### config.mk
export PLATFORM = sky130hd
export DESIGN_NAME = freq_prot
export DESIGN_NICKNAME = d
export VERILOG_FILES = /design/src/hw/freq_pkg.sv /design/src/hw/freq_stage.sv /design/src/hw/freq_prot.sv
export SDC_FILE = /design/constraint.sdc
export NUM_CORES = 2
export LEC_CHECK = 0
export BUFFER_PORTS_ARGS = -buffer_cell sky130_fd_sc_hd__buf_2
export CORE_ASPECT_RATIO = 1.4
export CORE_MARGIN = 2
export CORE_UTILIZATION = 55
export DETAILED_ROUTE_END_ITERATION = 7
export GPL_TIMING_DRIVEN = 0
export HOLD_SLACK_MARGIN = 0.15
export PLACE_DENSITY_LB_ADDON = 0.08
export SLEW_MARGIN = 20
export SYNTH_ARGS = -nofsm -noshare
export SYNTH_HDL_FRONTEND = slang
export SYNTH_HIERARCHICAL = 1
export SYNTH_SLANG_ARGS = --single-unit
### constraint.sdc
create_clock -name i_clk_sys -period 6.92 [get_ports i_clk_sys]
set_input_delay 1.384 -clock i_clk_sys [delete_from_list [all_inputs] [get_ports i_clk_sys]]
set_output_delay 1.384 -clock i_clk_sys [all_outputs]
set_load 0.005 [all_outputs]
### src/hw/freq_pkg.sv
// constants, offsets and types shared by the frequency supervision block
`default_nettype none
package freq_pkg;
   // register map (byte addresses on the avalon slave)
   localparam logic [7:0] CTRL_OFS       = 8'h00;
   localparam logic [7:0] RATED_OFS      = 8'h04;
   localparam logic [7:0] UNOM_OFS       = 8'h08;
   localparam logic [7:0] MINCMD_OFS     = 8'h0c;
   localparam logic [7:0] STAGE_BASE_OFS = 8'h10;
   localparam logic [7:0] STAGE_END_OFS  = 8'h30;
   localparam logic [7:0] STATUS_OFS     = 8'h30;
   localparam logic [7:0] FREQ_OFS       = 8'h34;

   // field positions
   localparam int CTRL_EN_BIT     = 0;
   localparam int THR_MODE_LSB    = 17;
   localparam int ST_PICKUP_LSB   = 0;
   localparam int ST_TRIP_LSB     = 4;
   localparam int ST_VLOW_BIT     = 8;
   localparam int ST_RANGE_BIT    = 9;
   localparam int ST_OVERALL_BIT  = 10;

   // reset values
   localparam logic        CTRL_EN_RST = 1'b0;
   localparam logic [16:0] RATED_RST   = 17'd50000;
   localparam logic [15:0] UNOM_RST    = 16'd1000;
   localparam logic [15:0] MINCMD_RST  = 16'd100;
   localparam logic [16:0] THR_RST     = 17'd50000;
   localparam logic [19:0] DLY_RST     = 20'd0;

   // measurement limits, frequency in mHz, voltage in percent of nominal
   localparam logic [16:0] FREQ_MIN_MHZ  = 17'd25000;
   localparam logic [16:0] FREQ_MAX_MHZ  = 17'd70000;
   localparam logic [17:0] HYST_MHZ      = 18'd20;
   localparam logic [6:0]  VMIN_PCT      = 7'd65;
   localparam logic [6:0]  FULL_PCT      = 7'd100;
   localparam logic [2:0]  CONSEC_COUNT  = 3'd5;

   // timing: one delay tick per millisecond
   localparam int CLK_MHZ          = 50;
   localparam int DELAY_TICK_US    = 1000;
   localparam int DELAY_TICK_CYC   = CLK_MHZ * DELAY_TICK_US;

   typedef enum logic [1:0] {
      MODE_OFF   = 2'b00,
      MODE_TRIP  = 2'b01,
      MODE_ALARM = 2'b10
   } stage_mode_t;

   typedef enum logic [1:0] {
      ST_IDLE   = 2'b00,
      ST_PICKED = 2'b01
   } stage_state_t;

   typedef enum logic [1:0] {
      SLOPE_NONE = 2'b00,
      SLOPE_UP   = 2'b01,
      SLOPE_DOWN = 2'b11
   } slope_t;
endpackage : freq_pkg
`default_nettype wire

### src/hw/freq_stage.sv
// one over/under frequency stage: pickup counting, hysteresis, delay and trip
`default_nettype none
module freq_stage
   import freq_pkg::*;
(
   input  wire logic                  i_clk_sys,
   input  wire logic                  i_rst_b,
   input  wire logic                  i_sample,
   input  wire logic [16:0]           i_freq,
   input  wire logic [16:0]           i_thr,
   input  wire logic [16:0]           i_rated,
   input  wire freq_pkg::stage_mode_t i_mode,
   input  wire logic [19:0]           i_delay,
   input  wire logic                  i_ms_tick,
   input  wire logic                  i_force_drop,
   output logic                       o_pickup,
   output logic                       o_trip
);
   stage_state_t state_ff;
   stage_state_t nxt_state;
   logic [2:0]   cnt_ff;
   logic [2:0]   nxt_cnt;
   logic [19:0]  timer_ff;
   logic [19:0]  nxt_timer;
   logic         trip_ff;
   logic         nxt_trip;

   // direction follows threshold against rated; equal means inactive
   wire logic        is_over  = i_thr > i_rated;
   wire logic        is_under = i_thr < i_rated;
   wire logic        active   = (i_mode != MODE_OFF) && (is_over || is_under);
   wire logic [17:0] thr_x    = {1'b0, i_thr};
   wire logic [17:0] freq_x   = {1'b0, i_freq};
   wire logic        beyond   = is_over ? (i_freq > i_thr) : (i_freq < i_thr);
   // hold band is 20 mHz wider than pickup, so small ripple cannot chatter
   wire logic        holding  = is_over ? (freq_x > (thr_x - HYST_MHZ))
                                        : (freq_x < (thr_x + HYST_MHZ));
   wire logic        kill     = i_force_drop || !active;

   // next state: five consecutive samples to pick up and to drop out
   always_comb begin
      nxt_state = state_ff;
      nxt_cnt   = cnt_ff;
      nxt_timer = timer_ff;
      if (kill) begin
         nxt_state = ST_IDLE;
         nxt_cnt   = 3'd0;
         nxt_timer = 20'd0;
      end else if (state_ff == ST_IDLE) begin
         nxt_timer = 20'd0;
         if (i_sample) begin
            // no warm-up gate: a first sample may already count
            nxt_cnt = beyond ? cnt_ff + 3'd1 : 3'd0;
            if (beyond && (cnt_ff + 3'd1 == CONSEC_COUNT)) begin
               nxt_state = ST_PICKED;
               nxt_cnt   = 3'd0;
            end
         end
      end else begin
         if (i_ms_tick && (timer_ff < i_delay)) begin
            nxt_timer = timer_ff + 20'd1;
         end
         if (i_sample) begin
            nxt_cnt = holding ? 3'd0 : cnt_ff + 3'd1;
            if (!holding && (cnt_ff + 3'd1 == CONSEC_COUNT)) begin
               nxt_state = ST_IDLE;
               nxt_cnt   = 3'd0;
               nxt_timer = 20'd0;
            end
         end
      end
   end

   // trip ends in the same edge as the dropout; alarm-only never trips
   assign nxt_trip = (nxt_state == ST_PICKED) && (nxt_timer >= i_delay)
                     && (i_mode == MODE_TRIP);

   always_ff @(posedge i_clk_sys or negedge i_rst_b) begin
      if (!i_rst_b) begin
         state_ff <= ST_IDLE;
         cnt_ff   <= 3'd0;
         timer_ff <= 20'd0;
         trip_ff  <= 1'b0;
      end else begin
         state_ff <= nxt_state;
         cnt_ff   <= nxt_cnt;
         timer_ff <= nxt_timer;
         trip_ff  <= nxt_trip;
      end
   end

   assign o_pickup = (state_ff == ST_PICKED);
   assign o_trip   = trip_ff;
endmodule : freq_stage
`default_nettype wire

### src/hw/freq_prot.sv
// four-stage frequency supervision with avalon-mm register slave
//
// Functional notes
// - four independent stages, own threshold and delay
// - threshold above rated over, below under
// - measure largest line voltage, gate below 65%
// - flag when all voltages below minimum
// - voltage loss after pickup drops the stage
// - reversed frequency slope sign discards sample
// - dropout hysteresis of 20 mHz
// - pickup after five consecutive beyond samples
// - evaluate 25 to 70 Hz, else drop
// - resume when frequency and voltage return
// - voltage off drops stages immediately
// - pickup starts delay, expiry issues trip
// - dropout after five consecutive failing samples
// - stage trip ends, overall trip held minimum
// - each stage blockable by binary input
// - one binary input blocks whole function
// - ready at once when voltage applied
// - stage modes off, trip, alarm only
// - global enable, otherwise inert
`default_nettype none
module freq_prot
   import freq_pkg::*;
#(
   parameter int MS_CYCLES = freq_pkg::DELAY_TICK_CYC
) (
   input  wire logic        i_clk_sys,
   input  wire logic        i_rst_b,
   input  wire logic [7:0]  i_address,
   input  wire logic        i_read,
   input  wire logic        i_write,
   input  wire logic [31:0] i_writedata,
   output logic [31:0]      o_readdata,
   output logic             o_waitrequest,
   input  wire logic        i_tick,
   input  wire logic [16:0] i_freq,
   input  wire logic [15:0] i_volt_ab,
   input  wire logic [15:0] i_volt_bc,
   input  wire logic [15:0] i_volt_ca,
   input  wire logic [3:0]  i_blk_stage,
   input  wire logic        i_blk_all,
   output logic [3:0]       o_pickup,
   output logic [3:0]       o_stage_trip,
   output logic             o_trip,
   output logic             o_meas_voltage_low_flag
);
   // largest of three magnitudes
   function automatic logic [15:0] max3(input logic [15:0] a, input logic [15:0] b,
                                        input logic [15:0] c);
      logic [15:0] m;
      m = (a > b) ? a : b;
      return (c > m) ? c : m;
   endfunction : max3

   // stage slot from a byte address inside the stage window
   function automatic logic [1:0] stage_idx(input logic [7:0] addr);
      return addr[4:3] + 2'd2;
   endfunction : stage_idx

   // configuration registers
   logic              en_ff;
   logic [16:0]       rated_ff;
   logic [15:0]       unom_ff;
   logic [15:0]       mincmd_ff;
   logic [16:0]       thr_ff  [4];
   stage_mode_t       mode_ff [4];
   logic [19:0]       dly_ff  [4];

   // bus state
   logic              wait_ff;
   logic [31:0]       rdata_ff;
   logic [31:0]       nxt_rdata;

   // pin synchronisers for the binary block inputs
   logic [4:0]        blk_meta_ff;
   logic [4:0]        blk_sync_ff;

   // measurement state
   logic [16:0]       prev_freq_ff;
   slope_t            prev_slope_ff;
   logic              range_bad_ff;
   logic              vlow_ff;
   logic [16:0]       last_freq_ff;

   // timing and overall trip
   logic [15:0]       ms_div_ff;
   logic              ms_tick_ff;
   logic [15:0]       hold_ff;
   logic              trip_ff;
   logic [3:0]        trip_prev_ff;

   logic [3:0]        pickup_w;
   logic [3:0]        stage_trip_w;

   // avalon decode: one wait cycle, then the access completes
   wire logic         req        = i_read || i_write;
   wire logic         done       = req && !wait_ff;
   wire logic         wr_go      = i_write && done;
   wire logic         in_stage   = (i_address >= STAGE_BASE_OFS) &&
                                   (i_address < STAGE_END_OFS);
   wire logic [1:0]   sidx       = stage_idx(i_address);
   wire logic         stage_thr  = in_stage && (i_address[2:0] == 3'd0);
   wire logic         stage_dly  = in_stage && (i_address[2:0] == 3'd4);

   // voltage gate: largest phase-phase value against 65 % of nominal
   wire logic [15:0]  vmax       = max3(i_volt_ab, i_volt_bc, i_volt_ca);
   wire logic [22:0]  vmax_pct   = vmax * FULL_PCT;
   wire logic [22:0]  vmin_pct   = unom_ff * VMIN_PCT;
   wire logic         volt_ok    = vmax_pct >= vmin_pct;

   // range and slope qualification of each half-period sample
   wire logic         in_range   = (i_freq >= FREQ_MIN_MHZ) && (i_freq <= FREQ_MAX_MHZ);
   wire slope_t       slope_now  = (i_freq > prev_freq_ff) ? SLOPE_UP :
                                   (i_freq < prev_freq_ff) ? SLOPE_DOWN : SLOPE_NONE;
   wire logic         jump       = (slope_now != SLOPE_NONE) &&
                                   (prev_slope_ff != SLOPE_NONE) &&
                                   (slope_now != prev_slope_ff);
   wire logic         tick_meas  = i_tick && en_ff && volt_ok && in_range;
   wire logic         sample_ok  = tick_meas && !jump;

   wire logic         blk_all    = blk_sync_ff[4];
   wire logic [3:0]   blk_stage  = blk_sync_ff[3:0];
   wire logic         range_drop = i_tick ? !in_range : range_bad_ff;
   wire logic         common_drop = !en_ff || blk_all || !volt_ok || range_drop;

   // overall trip holds for the minimum command time after any stage trip
   wire logic         any_trip   = |stage_trip_w;
   wire logic         new_trip   = |(stage_trip_w & ~trip_prev_ff);

   // read mux
   always_comb begin
      nxt_rdata = 32'h0000_0000;
      if (i_address == CTRL_OFS) begin
         nxt_rdata[CTRL_EN_BIT] = en_ff;
      end else if (i_address == RATED_OFS) begin
         nxt_rdata[16:0] = rated_ff;
      end else if (i_address == UNOM_OFS) begin
         nxt_rdata[15:0] = unom_ff;
      end else if (i_address == MINCMD_OFS) begin
         nxt_rdata[15:0] = mincmd_ff;
      end else if (stage_thr) begin
         nxt_rdata[16:0] = thr_ff[sidx];
         nxt_rdata[THR_MODE_LSB +: 2] = mode_ff[sidx];
      end else if (stage_dly) begin
         nxt_rdata[19:0] = dly_ff[sidx];
      end else if (i_address == STATUS_OFS) begin
         nxt_rdata[ST_PICKUP_LSB +: 4] = pickup_w;
         nxt_rdata[ST_TRIP_LSB +: 4]   = stage_trip_w;
         nxt_rdata[ST_VLOW_BIT]        = vlow_ff;
         nxt_rdata[ST_RANGE_BIT]       = range_bad_ff;
         nxt_rdata[ST_OVERALL_BIT]     = trip_ff;
      end else if (i_address == FREQ_OFS) begin
         nxt_rdata[16:0] = last_freq_ff;
      end
   end

   // bus handshake and read data capture
   always_ff @(posedge i_clk_sys or negedge i_rst_b) begin
      if (!i_rst_b) begin
         wait_ff  <= 1'b1;
         rdata_ff <= 32'h0000_0000;
      end else begin
         wait_ff  <= !(req && wait_ff);
         rdata_ff <= nxt_rdata;
      end
   end

   // software-written configuration, taken on the completing edge only
   always_ff @(posedge i_clk_sys or negedge i_rst_b) begin
      if (!i_rst_b) begin
         en_ff     <= CTRL_EN_RST;
         rated_ff  <= RATED_RST;
         unom_ff   <= UNOM_RST;
         mincmd_ff <= MINCMD_RST;
         for (int n = 0; n < 4; n++) begin
            thr_ff[n]  <= THR_RST;
            mode_ff[n] <= MODE_OFF;
            dly_ff[n]  <= DLY_RST;
         end
      end else if (wr_go) begin
         if (i_address == CTRL_OFS) begin
            en_ff <= i_writedata[CTRL_EN_BIT];
         end else if (i_address == RATED_OFS) begin
            rated_ff <= i_writedata[16:0];
         end else if (i_address == UNOM_OFS) begin
            unom_ff <= i_writedata[15:0];
         end else if (i_address == MINCMD_OFS) begin
            mincmd_ff <= i_writedata[15:0];
         end else if (stage_thr) begin
            thr_ff[sidx]  <= i_writedata[16:0];
            mode_ff[sidx] <= stage_mode_t'(i_writedata[THR_MODE_LSB +: 2]);
         end else if (stage_dly) begin
            dly_ff[sidx] <= i_writedata[19:0];
         end
      end
   end

   // two flip-flops on every binary block pin
   always_ff @(posedge i_clk_sys or negedge i_rst_b) begin
      if (!i_rst_b) begin
         blk_meta_ff <= 5'h00;
         blk_sync_ff <= 5'h00;
      end else begin
         blk_meta_ff <= {i_blk_all, i_blk_stage};
         blk_sync_ff <= blk_meta_ff;
      end
   end

   // slope history refreshed on every qualified tick, range state on every tick
   always_ff @(posedge i_clk_sys or negedge i_rst_b) begin
      if (!i_rst_b) begin
         prev_freq_ff  <= 17'd0;
         prev_slope_ff <= SLOPE_NONE;
         range_bad_ff  <= 1'b0;
         last_freq_ff  <= 17'd0;
      end else begin
         if (i_tick) begin
            range_bad_ff <= !in_range;
         end
         if (tick_meas) begin
            prev_freq_ff  <= i_freq;
            prev_slope_ff <= slope_now;
         end else if (!volt_ok) begin
            // history is stale once the voltage has gone
            prev_slope_ff <= SLOPE_NONE;
         end
         if (sample_ok) begin
            last_freq_ff <= i_freq;
         end
      end
   end

   // millisecond prescaler for the stage delays and command hold
   always_ff @(posedge i_clk_sys or negedge i_rst_b) begin
      if (!i_rst_b) begin
         ms_div_ff  <= 16'd0;
         ms_tick_ff <= 1'b0;
      end else if (ms_div_ff == 16'(MS_CYCLES - 1)) begin
         ms_div_ff  <= 16'd0;
         ms_tick_ff <= 1'b1;
      end else begin
         ms_div_ff  <= ms_div_ff + 16'd1;
         ms_tick_ff <= 1'b0;
      end
   end

   // the four stages
   for (genvar g = 0; g < 4; g++) begin : g_stage
      freq_stage u_stage (
         .i_clk_sys    (i_clk_sys),
         .i_rst_b      (i_rst_b),
         .i_sample     (sample_ok),
         .i_freq       (i_freq),
         .i_thr        (thr_ff[g]),
         .i_rated      (rated_ff),
         .i_mode       (mode_ff[g]),
         .i_delay      (dly_ff[g]),
         .i_ms_tick    (ms_tick_ff),
         .i_force_drop (common_drop || blk_stage[g]),
         .o_pickup     (pickup_w[g]),
         .o_trip       (stage_trip_w[g])
      );
   end

   // overall trip: stage trips or remaining minimum command time
   always_ff @(posedge i_clk_sys or negedge i_rst_b) begin
      if (!i_rst_b) begin
         hold_ff      <= 16'd0;
         trip_ff      <= 1'b0;
         trip_prev_ff <= 4'h0;
         vlow_ff      <= 1'b0;
      end else begin
         trip_prev_ff <= stage_trip_w;
         if (new_trip) begin
            hold_ff <= mincmd_ff;
         end else if (ms_tick_ff && (hold_ff != 16'd0)) begin
            hold_ff <= hold_ff - 16'd1;
         end
         trip_ff <= any_trip || new_trip || (hold_ff != 16'd0);
         vlow_ff <= en_ff && !volt_ok;
      end
   end

   assign o_readdata              = rdata_ff;
   assign o_waitrequest           = wait_ff;
   assign o_pickup                = pickup_w;
   assign o_stage_trip            = stage_trip_w;
   assign o_trip                  = trip_ff;
   assign o_meas_voltage_low_flag = vlow_ff;
endmodule : freq_prot
`default_nettype wire

==> results.cfg <==
[layout]
layout_common_cells = 537 x ha_1, 377 x dfrtp_1, 361 x inv_1
area_growth_pct = 19.41
final_util = 0.6642
final_nets = 4709
drive_gt1_frac = 0.2463
final_area_sq_um = 42690
final_common_cell = ha_1

[sta]
worst_pin_slew_ns = 1.348
fin_skew_ns = 0.01857
drv_slew = 0
tns_ns = -433.09
period_needed_ns = 11.56
finalHoldViolCount = 0
fmax_mhz = 86.53
slew-limit-headroom = 0.1012
setup_viol = 141
setup_slack_ns = -4.636
rsz0062_at_grt = yes
finalCritPeriodShare = 1.670

[pwr]
p_sw_w = 0.003244
swShare = 0.3579
power.leakage_nw = 19.29
powerDensity_nw_per_um2 = 212.4
pwr-share-comb = 0.420
seq_power_share = 0.289
pwr-share-clk = 0.291
p_int_w = 0.005821
irDropWorstVdd_uv = 235.8

[clocking]
clock_latency_ns = 0.60
ctsHoldBuffers = 0
cts_root_buf = clkbuf_16
cts_tree = built
clk_pin_slew_ns = 0.06
numClockSinks = 417
h-tree-depth = 2
clockBufferDepth = 3
cts_buffers = 46

[global_routing]
grt_overflow = 0
grt_pass1_vias = 30146
antenna_found_initial = 6
track_usage = 0.3423
grt_max_degree = 98
grt_pass1_wl_mm = 174.1

[critical_path]
crit_top_cell = ha_4
path_max_fanout = 7
worstPathArrival_ns = 12.01
end_kind = register
critPathKind = in -> reg
cp_slowest_cell = fa_1
worst_path_largest_cell_delay_ns = 0.60
rr_startpoint = unom_ff[8]
cp.required_ns = 7.37
startpoint_type = input pin
ff2ff_setup_slack_ns = -0.59
r2r_cells = 31
r2r-end = g_stage[2].u_stage/o_trip

[floorplan]
placementRows = 110
core_sq_um = 64270
start_util = 0.5562
dieArea_sq_um = 67080
die_h_microns = 305.7
die_w_microns = 219.5
io_pins = 158

[logic_synthesis]
synth_top_family_by_area = adder cells
yosys_most_used_dff = dfrtp_1
synth_fa_ha_area_frac = 0.2066
synth_cell_type_count = 103
synth_xor_area_frac = 0.05243
synth_area_per_cell_sq_um = 9.665
synth_compound_area_frac = 0.1368
synth_top_cell_by_area = dfrtp_1
yosys_warnings = 6
synthCells = 3699
synth_area_leaders = dfrtp_1 26%, ha_1 20%, mux2_2 7.6%
muxShareOfSynthArea = 0.1177
synth_seq_cells = 417
async_reset_ff_frac = 1.000
seq_area_frac_synth = 0.2933
synth_edf_count = 0
yosysTopAreaCellShare = 0.2639
synth_area_sq_um = 35750
synthSimpleGateAreaFrac = 0.1370

[routing]
ant_nets = 0
dr.pass1.iters = 6
wl_met2_mm = 56.57
wl_met3_mm = 6.664
wl_per_cell_microns = 23.68
via_count = 30297
drt-met1-wl_mm = 44.46
wl_mm = 115.8
drt_first_iter_violations = 2104
maxUsedRoutingLayer = met5
vias_per_cell = 6.197
drcViolationCount = 0

[place]
dp_hpwl_mm = 86.37
place.port_buffers = 130
place_area_sq_um = 38180
place_congestion = 0.9847

[run]
drv_cap = 0

[hold_path]
hp-start = blk_meta_ff[3]
whs_path_depth = 0
worstHoldPathType = reg -> reg
hold_end = blk_sync_ff[3]

[run_status]
status = finished with violations
violations = negative setup slack
## state kept, by name, summed over array words and instances, names as in the netlist, 2 cells and up
register and cells:
dly_ff 80, g_stage.u_stage/timer_ff 80, thr_ff 68, o_readdata 20, last_freq_ff 17, prev_freq_ff 17, rated_ff 17, hold_ff 16
mincmd_ff 16, ms_div_ff 16, unom_ff 16, g_stage.u_stage/cnt_ff 12, g_stage.u_stage/state_ff 8, mode_ff 8, blk_meta_ff 5, blk_sync_ff 5
g_stage.u_stage/o_trip 4, trip_prev_ff 4, prev_slope_ff 2
## worst max-delay path: cells and delay by family
kind	cells	cell delay, ns
AO/OA/AOI/OAI	21	3.96
buffers and inverters	6	0.87
multiplexers	2	0.63
adder cells (fa/ha/maj)	8	2.24
XOR/XNOR	1	0.18
AND/OR/NAND/NOR	11	2.67
## per-stage QoR
stage          cells  hold slack [ns]  total power, W  setup WS [ns]
3_3_place_gp    4680           0.3328        0.005659         -6.705
4_1_cts         4861           0.3512        0.008726         -4.664
3_5_place_dp    4684           0.3364        0.005714         -6.766
2_1_floorplan   3710           0.3312        0.004906         -4.138
5_1_grt         4888           0.3529        0.009594         -4.941
6_report        4889           0.3478        0.009066         -4.636
## what timing repair did
action | CTS | global route
gates resized for setup | 190 | 193
pin swaps | 85 | 136
setup endpoints to repair | 141 | 141
cloned | 3 | 0
setup buffers | 90 | 49
## cell families (layout without fill, tap and decap cells)
family,Yosys count,count (layout)
fa+ha+maj,583,583
other cells,1,13
xor+xnor,214,214
mux,337,337
flops,417,417
simple gates,925,925
buf+inv,491,829
compound gates,731,731
## synthesized netlist by cell type, drive strengths merged, types with 71 or more instances
cell type	n
ha	571
dfrtp	377
inv	377
mux2	251
a21oi	221
nor2	199
nand2	177
o21ai	161
xnor2	136
nand3	104
nand4	97
a21o	80
xor2	78
clkbuf	71
## how the worst max path moves through the flow
| stage | start | to | slack (ns) | depth (start not counted) |
|---|---|---|---|---|
| 2_1_floorplan | i_volt_bc[10] | g_stage[1].u_stage/o_trip | -4.14 | 51 |
| 3_3_place_gp | i_volt_bc[9] | g_stage[2].u_stage/o_trip | -6.70 | 54 |
| 3_5_place_dp | i_volt_bc[9] | g_stage[2].u_stage/o_trip | -6.77 | 55 |
| 4_1_cts | i_volt_ab[15] | g_stage[1].u_stage/o_trip | -4.66 | 56 |
| 5_1_grt | i_volt_bc[6] | g_stage[1].u_stage/o_trip | -4.94 | 50 |
| 6_report | i_volt_bc[6] | g_stage[2].u_stage/o_trip | -4.64 | 49 |
## power by group through the flow
stage	clock, W	combinational [W]	sequential [W]
3_5_place_dp	0	0.00306	0.00266
4_1_cts	0.00267	0.00344	0.00261
2_1_floorplan	0	0.00230	0.00261
3_3_place_gp	0	0.00300	0.00266
6_report	0.00264	0.00381	0.00262
5_1_grt	0.00276	0.00421	0.00262
## area by class of cell
type	instances	area [sq um]
repair buffers	255	2240
clock buffers	58	1269
fillers	5133	21580
inverters	377	1440
flip-flops and latches	417	10490
well taps	840	1051
multi-input cells	2802	25180
clock inverters	27	326.6
diodes	1	2.502
plain buffers	112	700.7
## metal layers
metal	up-vias	track usage
met4	4	0.2008
li1	14083	-
met1	14888	0.4011
met2	977	0.5898
met3	345	0.05114
met5	-	0
(Power assumes the default switching activity.)
